## config.mk

```make
export PLATFORM = sky130hd
export DESIGN_NAME = hbc_device_flat
export DESIGN_NICKNAME = d
export VERILOG_FILES = /design/src/hw/hbc_pkg.sv /design/src/hw/hbc_if.sv /design/src/hw/hbc_device.sv /design/src/flat_wrapper.sv
export SDC_FILE = /design/constraint.sdc
export NUM_CORES = 1
export LEC_CHECK = 0
export BUFFER_PORTS_ARGS = -buffer_cell sky130_fd_sc_hd__buf_2
export CORE_ASPECT_RATIO = 0.6
export CORE_MARGIN = 2
export CORE_UTILIZATION = 51
export DETAILED_ROUTE_END_ITERATION = 8
export PLACE_DENSITY = 0.76
export SETUP_SLACK_MARGIN = 0.3
export SKIP_CTS_REPAIR_TIMING = 1
export SLEW_MARGIN = 25
export SYNTH_ARGS = -nofsm -noshare
export SYNTH_HDL_FRONTEND = slang
export SYNTH_SLANG_ARGS = --single-unit
```

## constraint.sdc

```tcl
create_clock -name core_clk -period 3.01 [get_ports core_clk]
set_input_delay 0.1505 -clock core_clk [delete_from_list [all_inputs] [get_ports core_clk]]
set_output_delay 0.1505 -clock core_clk [all_outputs]
set_load 0.01 [all_outputs]
```

## src/hw/hbc_pkg.sv

```systemverilog
// Shared constants for the host byte counter and processor event flag block.
// Assumes both ends and the joining interface import this package whole.
`default_nettype none

package hbc_pkg;

  // Width of the register port data path and of the byte counter.
  localparam int unsigned HBC_DATA_W  = 16;
  // Number of live event flags; bits above them are reserved.
  localparam int unsigned HBC_FLAG_W  = 10;
  // Width of a command code on the register port.
  localparam int unsigned HBC_CODE_W  = 8;

  // Command codes: reads have bit 7 clear, writes have bit 7 set.
  localparam logic [7:0] HBC_RD_COUNT = 8'h22;
  localparam logic [7:0] HBC_WR_COUNT = 8'ha2;
  localparam logic [7:0] HBC_RD_FLAGS = 8'h24;
  localparam logic [7:0] HBC_WR_FLAGS = 8'ha4;

  // Reset values of the two registers.
  localparam logic [15:0] HBC_COUNT_RST = 16'h0000;
  localparam logic [9:0]  HBC_FLAGS_RST = 10'h000;

  // Bit positions inside the event flag register.
  localparam int unsigned HBC_B_SOF       = 0;
  localparam int unsigned HBC_B_ISO_A     = 1;
  localparam int unsigned HBC_B_ISO_B     = 2;
  localparam int unsigned HBC_B_DONE      = 3;
  localparam int unsigned HBC_B_OPER      = 4;
  localparam int unsigned HBC_B_ASLEEP    = 5;
  localparam int unsigned HBC_B_CLK_BACK  = 6;
  localparam int unsigned HBC_B_PERIODIC  = 7;
  localparam int unsigned HBC_B_ASYNC     = 8;
  localparam int unsigned HBC_B_DUAL_ROLE = 9;

  // Software-side address map of the host end (word addresses).
  localparam logic [1:0] HBC_A_COUNT  = 2'h0;
  localparam logic [1:0] HBC_A_FLAGS  = 2'h1;
  localparam logic [1:0] HBC_A_STATUS = 2'h2;

endpackage : hbc_pkg

`default_nettype wire

```

## src/hw/hbc_if.sv

```systemverilog
// Command-coded register port joining the processor end and the counter end.
// Assumes one shared clock; the device answers a read on the following cycle.
`default_nettype none

interface hbc_if;
  import hbc_pkg::*;

  logic                  cmd_valid;   // One-cycle command strobe.
  logic [HBC_CODE_W-1:0] cmd_code;    // Command code, bit 7 marks a write.
  logic [HBC_DATA_W-1:0] cmd_wdata;   // Write data beside a write code.
  logic [HBC_DATA_W-1:0] rsp_rdata;   // Read data, one cycle after the read.
  logic                  rsp_valid;   // Marks rsp_rdata valid.
  logic                  host_irq_pin; // Active-high interrupt request level.

  // The counter end answers commands and drives the interrupt pin.
  modport device (
    input  cmd_valid, cmd_code, cmd_wdata,
    output rsp_rdata, rsp_valid, host_irq_pin
  );

  // The processor end issues commands and watches the interrupt pin.
  modport host (
    output cmd_valid, cmd_code, cmd_wdata,
    input  rsp_rdata, rsp_valid, host_irq_pin
  );

endinterface : hbc_if

`default_nettype wire

```

## src/hw/hbc_device.sv

```systemverilog
// Counter end: transfer byte counter, sticky event flags and interrupt pin.
// Assumes event inputs are one-cycle pulses from logic on core_clk, and that
// the end-of-transfer pin is asynchronous and must be synchronised here.
//
// Strobed register access was chosen for this implementation.
`default_nettype none

// What this block does
// - Sixteen-bit byte count register, resets to zero.
// - Count acts only while counter gate set.
// - Count reached: end event, done flag, fill update.
// - Codes 22h/A2h count, 24h/A4h flags.
// - Flags live from reset; upper six reserved zero.
// - Interrupt needs flag, mask bit, global enable.
// - Flags clear only by writing ones.
// - Software writes ones to clear everything; a flag set in the clearing cycle stays set.
// - Bit 9 sets on dual-role event.
// - Bit 8 sets on async count/time limit.
// - Bit 7 sets on acknowledged periodic list end.
// - Bit 6 sets when clock returns after suspend.
// - Bit 5 sets on entering suspend.
// - No frame start needed while suspended.
// - Bit 4 sets on operational event.
// - Bit 3 sets at zero count or pin.
// - Bit 2 sets on second iso buffer done.
// - Bit 1 sets on first iso buffer done.
// - Bit 0 sets on new frame start.
// - Mask bits zero after power-on.
module hbc_device
  import hbc_pkg::*;
(
  // Clock and synchronous reset.
  input  wire logic                  core_clk,
  input  wire logic                  rst,
  // Register port toward the processor end.
  hbc_if.device                      link,
  // Configuration levels from the setup and mask registers.
  input  wire logic                  byte_count_gate,
  input  wire logic                  global_irq_enable,
  input  wire logic [HBC_FLAG_W-1:0] host_cpu_event_mask,
  // Byte strobe from the list buffer data path.
  input  wire logic                  byte_moved,
  // Event pulses from the other units.
  input  wire logic                  sof_event,
  input  wire logic                  iso_a_done,
  input  wire logic                  iso_b_done,
  input  wire logic                  operational_event,
  input  wire logic                  asleep_enter,
  input  wire logic                  clock_back,
  input  wire logic                  periodic_last_acked,
  input  wire logic                  async_count_hit,
  input  wire logic                  async_time_hit,
  input  wire logic                  dual_role_event,
  // Asynchronous end-of-transfer pin, active high.
  input  wire logic                  end_of_transfer,
  // Results toward the other units.
  output logic                       transfer_done_evt,
  output logic                       buffer_fill_update,
  output logic                       hc_asleep,
  output logic                       sof_permitted
);

  // All state of the counter end in one word.
  typedef struct packed {
    logic [HBC_DATA_W-1:0] byte_total;   // Remaining byte count.
    logic [HBC_FLAG_W-1:0] flags;        // Sticky event flags.
    logic                  irq;          // Registered interrupt pin.
    logic [HBC_DATA_W-1:0] rdata;        // Registered read answer.
    logic                  rvalid;       // Read answer marker.
    logic [1:0]            eot_sync;     // Pin synchroniser pair.
    logic                  eot_prev;     // Last synchronised pin level.
    logic                  asleep;       // Suspended state of the controller.
    logic                  done_evt;     // End-of-transfer pulse.
    logic                  fill_upd;     // Buffer fill-state update pulse.
    logic                  sof_ok;       // Registered frame start permission.
  } hbc_dev_s;

  hbc_dev_s state;       // Registered state.
  hbc_dev_s next_state;  // Next state built combinationally.

  // Decoded command strobes.
  logic                  wr_count;   // Write to the byte count.
  logic                  wr_flags;   // Write-one-to-clear to the flags.
  logic                  rd_count;   // Read of the byte count.
  logic                  rd_flags;   // Read of the flags.
  logic                  count_end;  // Last byte counted this cycle.
  logic                  pin_rise;   // Synchronised pin rising edge.
  logic                  any_done;   // Either completion cause.
  logic [HBC_FLAG_W-1:0] set_vec;    // Flags raised this cycle.
  logic [HBC_FLAG_W-1:0] clr_vec;    // Flags cleared this cycle.

  // Command decode; unknown codes are ignored and reads of them answer zero.
  always_comb begin
    wr_count = link.cmd_valid && (link.cmd_code == HBC_WR_COUNT);
    wr_flags = link.cmd_valid && (link.cmd_code == HBC_WR_FLAGS);
    rd_count = link.cmd_valid && (link.cmd_code == HBC_RD_COUNT);
    rd_flags = link.cmd_valid && (link.cmd_code == HBC_RD_FLAGS);
  end

  // Completion causes. A count of zero under the gate never fires, so a gate
  // raised before software loads the count does not end a transfer early.
  always_comb begin
    // A load in the same cycle replaces the count, so that byte ends nothing.
    count_end = byte_count_gate && byte_moved && !wr_count &&
                (state.byte_total == 16'h0001);
    // Only the second flip-flop of the synchroniser is read here.
    pin_rise  = state.eot_sync[1] && !state.eot_prev;
    any_done  = count_end || pin_rise;
  end

  // Per-flag set sources, one to a bit except bits 3 and 8, which each merge two causes.
  always_comb begin
    set_vec                  = '0;
    set_vec[HBC_B_SOF]       = sof_event;
    set_vec[HBC_B_ISO_A]     = iso_a_done;
    set_vec[HBC_B_ISO_B]     = iso_b_done;
    set_vec[HBC_B_DONE]      = any_done;
    set_vec[HBC_B_OPER]      = operational_event;
    set_vec[HBC_B_ASLEEP]    = asleep_enter;
    set_vec[HBC_B_CLK_BACK]  = clock_back;
    set_vec[HBC_B_PERIODIC]  = periodic_last_acked;
    set_vec[HBC_B_ASYNC]     = async_count_hit || async_time_hit;
    set_vec[HBC_B_DUAL_ROLE] = dual_role_event;
    // Only ones in the write data clear; zeros leave a flag alone.
    clr_vec = wr_flags ? link.cmd_wdata[HBC_FLAG_W-1:0] : '0;
  end

  // Next-state logic for the whole counter end.
  always_comb begin
    next_state = state;

    // The pin passes two flip-flops before any logic looks at it.
    next_state.eot_sync = {state.eot_sync[0], end_of_transfer};
    next_state.eot_prev = state.eot_sync[1];

    // Byte counter: a software load wins over a byte in the same cycle.
    if (wr_count) begin
      next_state.byte_total = link.cmd_wdata;
    end else if (byte_count_gate && byte_moved &&
                 (state.byte_total != '0)) begin
      next_state.byte_total = state.byte_total - 16'h0001;
    end

    // Sticky flags: a set in the clearing cycle survives the clear.
    next_state.flags = (state.flags & ~clr_vec) | set_vec;

    // Interrupt level: set flag, enabled by mask, under the global enable.
    // The mask itself lives outside and powers up as all zeros.
    next_state.irq = global_irq_enable &&
                     (|(next_state.flags & host_cpu_event_mask));

    // Read answer stands for exactly the cycle after the read command.
    next_state.rvalid = rd_count || rd_flags;
    if (rd_count) begin
      next_state.rdata = state.byte_total;
    end else if (rd_flags) begin
      // Reserved upper bits always read as zero.
      next_state.rdata = {{(HBC_DATA_W-HBC_FLAG_W){1'b0}}, state.flags};
    end else begin
      next_state.rdata = '0;
    end

    // Suspend tracking: entry sets it, the clock returning clears it.
    if (asleep_enter) begin
      next_state.asleep = 1'b1;
    end else if (clock_back) begin
      next_state.asleep = 1'b0;
    end

    // Frame permission is registered so the output comes straight from a flop.
    next_state.sof_ok = !next_state.asleep;

    // End-of-transfer pulse and fill-state update to the buffer logic.
    next_state.done_evt = any_done;
    next_state.fill_upd = any_done;

    // Synchronous reset brings every field to a constant.
    if (rst) begin
      next_state.byte_total = HBC_COUNT_RST;
      next_state.flags      = HBC_FLAGS_RST;
      next_state.irq        = 1'b0;
      next_state.rdata      = '0;
      next_state.rvalid     = 1'b0;
      next_state.eot_sync   = 2'b00;
      next_state.eot_prev   = 1'b0;
      next_state.asleep     = 1'b0;
      next_state.done_evt   = 1'b0;
      next_state.fill_upd   = 1'b0;
      next_state.sof_ok     = 1'b1;
    end
  end

  // Single register stage for the whole state.
  always_ff @(posedge core_clk) begin
    state <= next_state;
  end

  // Outputs come straight from the state flip-flops.
  assign link.rsp_rdata    = state.rdata;
  assign link.rsp_valid    = state.rvalid;
  assign link.host_irq_pin = state.irq;
  assign transfer_done_evt  = state.done_evt;
  assign buffer_fill_update = state.fill_upd;
  assign hc_asleep          = state.asleep;
  // Frame starts may be skipped while the controller sleeps; the permission
  // follows the suspend state with the same one-cycle timing.
  assign sof_permitted      = state.sof_ok;

endmodule : hbc_device

`default_nettype wire

```

## src/flat_wrapper.sv

```systemverilog
// flat-port wrapper written by rule: the top's interface ports become plain ports
module hbc_device_flat import hbc_pkg::*;
  (core_clk, rst, byte_count_gate, global_irq_enable, host_cpu_event_mask, byte_moved, sof_event, iso_a_done, iso_b_done, operational_event, asleep_enter, clock_back, periodic_last_acked, async_count_hit, async_time_hit, dual_role_event, end_of_transfer, transfer_done_evt, buffer_fill_update, hc_asleep, sof_permitted, link_cmd_valid, link_cmd_code, link_cmd_wdata, link_rsp_rdata, link_rsp_valid, link_host_irq_pin);
  hbc_if link_i ();
  input  wire logic core_clk;
  input  wire logic rst;
  input  wire logic byte_count_gate;
  input  wire logic global_irq_enable;
  input  wire logic [HBC_FLAG_W-1:0] host_cpu_event_mask;
  input  wire logic byte_moved;
  input  wire logic sof_event;
  input  wire logic iso_a_done;
  input  wire logic iso_b_done;
  input  wire logic operational_event;
  input  wire logic asleep_enter;
  input  wire logic clock_back;
  input  wire logic periodic_last_acked;
  input  wire logic async_count_hit;
  input  wire logic async_time_hit;
  input  wire logic dual_role_event;
  input  wire logic end_of_transfer;
  output logic transfer_done_evt;
  output logic buffer_fill_update;
  output logic hc_asleep;
  output logic sof_permitted;
  input wire logic [$bits(link_i.cmd_valid)-1:0] link_cmd_valid;
  input wire logic [$bits(link_i.cmd_code)-1:0] link_cmd_code;
  input wire logic [$bits(link_i.cmd_wdata)-1:0] link_cmd_wdata;
  output wire logic [$bits(link_i.rsp_rdata)-1:0] link_rsp_rdata;
  output wire logic [$bits(link_i.rsp_valid)-1:0] link_rsp_valid;
  output wire logic [$bits(link_i.host_irq_pin)-1:0] link_host_irq_pin;
  assign link_i.cmd_valid = link_cmd_valid;
  assign link_i.cmd_code = link_cmd_code;
  assign link_i.cmd_wdata = link_cmd_wdata;
  assign link_rsp_rdata = link_i.rsp_rdata;
  assign link_rsp_valid = link_i.rsp_valid;
  assign link_host_irq_pin = link_i.host_irq_pin;
  hbc_device u_core (.core_clk(core_clk), .rst(rst), .link(link_i), .byte_count_gate(byte_count_gate), .global_irq_enable(global_irq_enable), .host_cpu_event_mask(host_cpu_event_mask), .byte_moved(byte_moved), .sof_event(sof_event), .iso_a_done(iso_a_done), .iso_b_done(iso_b_done), .operational_event(operational_event), .asleep_enter(asleep_enter), .clock_back(clock_back), .periodic_last_acked(periodic_last_acked), .async_count_hit(async_count_hit), .async_time_hit(async_time_hit), .dual_role_event(dual_role_event), .end_of_transfer(end_of_transfer), .transfer_done_evt(transfer_done_evt), .buffer_fill_update(buffer_fill_update), .hc_asleep(hc_asleep), .sof_permitted(sof_permitted));
endmodule
```

==> summary.md <==
| Metric | Value |
|---|---|
| Max-cap violations | 0 |
| EDFF count, synth | 0 |
| Post-Syn Area per Cell | slightly above 9 µm² |
| Crit-path max FO | 5 |
| # DRC | 0 |
| Final core area utilization | 0.617 |
| TritonCTS Buffers | 5 |
| WL met3 | 473 µm |
| Gr ovfl total | 0 |
| Dominant synthesized flop cell | dfxtp_1 |
| CTS tree | yes |
| Required @ worst endpoint | 3220 ps |
| Top Metal Used | met4 |
| Max frequency | 0.514 GHz |
| Core ar. | 4610 µm² |
| DP Wirelength | 3900 µm |
| FF-to-FF End | u_core.link.host_irq_pin |
| Share of layout cells above drive strength 1 | 0.298 |
| Initial antenna violation count | 0 |
| Rel. slew slack | 0.576 |
| Initial core utilization | 0.535 |
| Initial DRC Count | 170 |
| H-tree Lvls | 2 |
| Antenna-violating nets left | 0 |
| All-Layer GR Usage | 0.203 |
| CP Launch Point | u_core.state[40] |
| Die Y | 57.9 µm |
| Lkg Pwr | 1.20 nW |
| Status | complete, no violations |
| Chip Width | 93.8 µm |
| Total power | around 2.3 mW |
| Largest net degree at the start of global routing | 34 |
| Final setup vio count | 0 |
| Synth Warn # | 0 |
| Routed len/inst | between 10 and 15 µm |
| Clk_lat worst skew | 300 ps |
| Min Clock Period, post-route | 1940 ps |
| First-pass GRT wire length | approximately 8500 µm |
| Post-synth ARST share | 0 |
| Worst clock skew | 11.4 ps |
| Final #Nets | roughly 370 |
| WS Path Type | reg2reg |
| DIE AREA | 5430 µm² |
| Routability cong. | approximately 0.81 |
| R2r setup slk | 1070 ps |
| Post-synth cell types | 45 |
| R2R cell count | 5 |
| Vias per inst | ~5.4 |
| Diodes inserted | 0 |
| Pre-CTS setup slack | 998 ps |
| WL met1 | 2690 µm |
| Met2 wire len | 2000 µm |
| Io pins | 73 |
| Crit path capture | u_core.link.host_irq_pin |
| Port bufs | 72 |
| Sequential share of the synthesized area | 0.406 |
| Startpoint types | flop |
| Actual slew at the worst max-slew pin | 636 ps |
| Syn Inst Count | 267 |
| PnR worst setup slack | roughly 1100 ps |
| Fin crit share | 0.646 |
| Fin Setup TNS | 0 ps |
| Routed WL | 5200 µm |
| Slew Limit Fails | 0 |
| Root Driver | clkbuf_8 |
| Reg2reg start | u_core.state[40] |
| Worst Hold Class | in2reg |
| Clk pin slew, worst setup/hold paths | about 90 ps |
| Detailed Routing Iterations Pass 1 | 4 |
| Post-Syn Area | 2470 µm² |
| Syn_nets | approximately 320 |
| Rows | 19 |
| Worst-case clock buffer depth | 2 |
| Endpoint class of the critical path | flop |
| Worst IR Drop VDD | 0.419 mV |
| Area growth from synthesis to layout | 15.3% |
| Yosys reg bits | 50 |
| Via count | roughly 2100 |
| RSZ-0062 raised after global routing | no |
| Power density over cell area | ~800 nW/µm² |
| Final Hold Vio Count | 0 |
| Vias in the first global route | between 1500 and 2000 |
| # clock sinks | 50 |
| Worst Path Arrival | roughly 2200 ps |
-- cells by family (layout without fill, tap and decap cells) --
group | count (synthesis) | after routing | share of synthesized area
AO/OA/AOI/OAI | 64 | 64 | 0.196
adder cells (fa/ha/maj) | 3 | 3 | 0.0152
AND/OR/NAND/NOR | 98 | 98 | 0.238
multiplexers | 1 | 1 | 0.00406
XOR/XNOR | 15 | 15 | 0.0532
flip-flops | 50 | 50 | 0.406
buffers and inverters | 36 | 88 | 0.0872
-- cell usage after synthesis, types with 4 or more instances --
cell type,instances,area (µm²)
and3_1,4,25.0
buf_4,17,128
and2_1,6,37.5
nand2_1,14,52.6
dfxtp_1,50,1000
clkbuf_1,9,33.8
a22o_1,9,78.8
nand3_1,4,20.0
o21ai_0,10,50.1
a21oi_1,11,55.1
a211oi_1,19,143
nor2_1,27,101
inv_1,7,26.3
nor2b_1,13,81.3
xnor2_1,15,131
-- cell type report --
| class | instances | area (µm²) |
|---|---|---|
| clock buffers | 6 | 82.6 |
| inverters | 7 | 26.3 |
| fillers | 418 | 1770 |
| multi-input cells | 181 | 1250 |
| repair buffers | 74 | 375 |
| well taps | 63 | 78.8 |
| clock inverters | 1 | 30.0 |
| flip-flops and latches | 50 | 1000 |
-- worst min path at each step --
stage                            endpoint  cells after the start              from
global route        u_core.link.rsp_valid                      2  link_cmd_code[3]
CTS                 u_core.link.rsp_valid                      2  link_cmd_code[3]
finish              u_core.link.rsp_valid                      2  link_cmd_code[3]
floorplan           u_core.link.rsp_valid                      1  link_cmd_code[0]
detailed placement  u_core.link.rsp_valid                      2  link_cmd_code[3]
global placement    u_core.link.rsp_valid                      2  link_cmd_code[3]
-- stage by stage --
stage	cell area, µm²	std cells	hold WS [ps]
after global placement	2730	375	358
after detailed placement	2730	375	364
after global routing	2850	382	50.5
final	2850	382	57.0
after CTS	2850	382	46.2
after floorplan	2470	267	227
-- power by group --
| part | total, mW | internal (mW) | switching, mW |
|---|---|---|---|
| clock network | 0.473 | 0.266 | 0.207 |
| registers | 0.873 | 0.757 | 0.116 |
| logic | 0.919 | 0.421 | 0.499 |
| total | 2.27 | 1.44 | 0.821 |
-- registers in the layout, summed over array words and instances (netlist names) --
| register | cells |
|---|---|
| u_core.sof_permitted | 1 |
| u_core.link.host_irq_pin | 1 |
| u_core.hc_asleep | 1 |
| u_core.link.rsp_valid | 1 |
| u_core.state | 29 |
| u_core.transfer_done_evt | 1 |
| u_core.link.rsp_rdata | 16 |
-- routing by layer --
metal | vias up | GRT usage
met5 | - | 0
met4 | 0 | 0.0559
met3 | 4 | 0.0559
met2 | 84 | 0.280
met1 | 947 | 0.310
li1 | 1040 | -
-- placed cells by master, fill, tap and decap left out, drive strengths merged, types with 4 or more instances in the layout --
cell type  synthesis  routed
a211oi            19      19
a21oi             11      11
a22o              10      10
and2               7       7
and3               4       4
buf               20      74
clkbuf             9       6
dfxtp             50      50
inv                7       7
nand2             14      14
nand3              5       5
nor2              27      27
nor2b             13      13
nor4               6       6
o21ai             10      10
xnor2             15      15
-- critical path: stages, from the launching register on --
cell      delay, ps
dfxtp_1         370
nor4_4          380
nand3_1         240
nor4b_2         450
a221oi_1        160
a311oi_1        260
No activity file was read; power rests on OpenSTA's default activity.
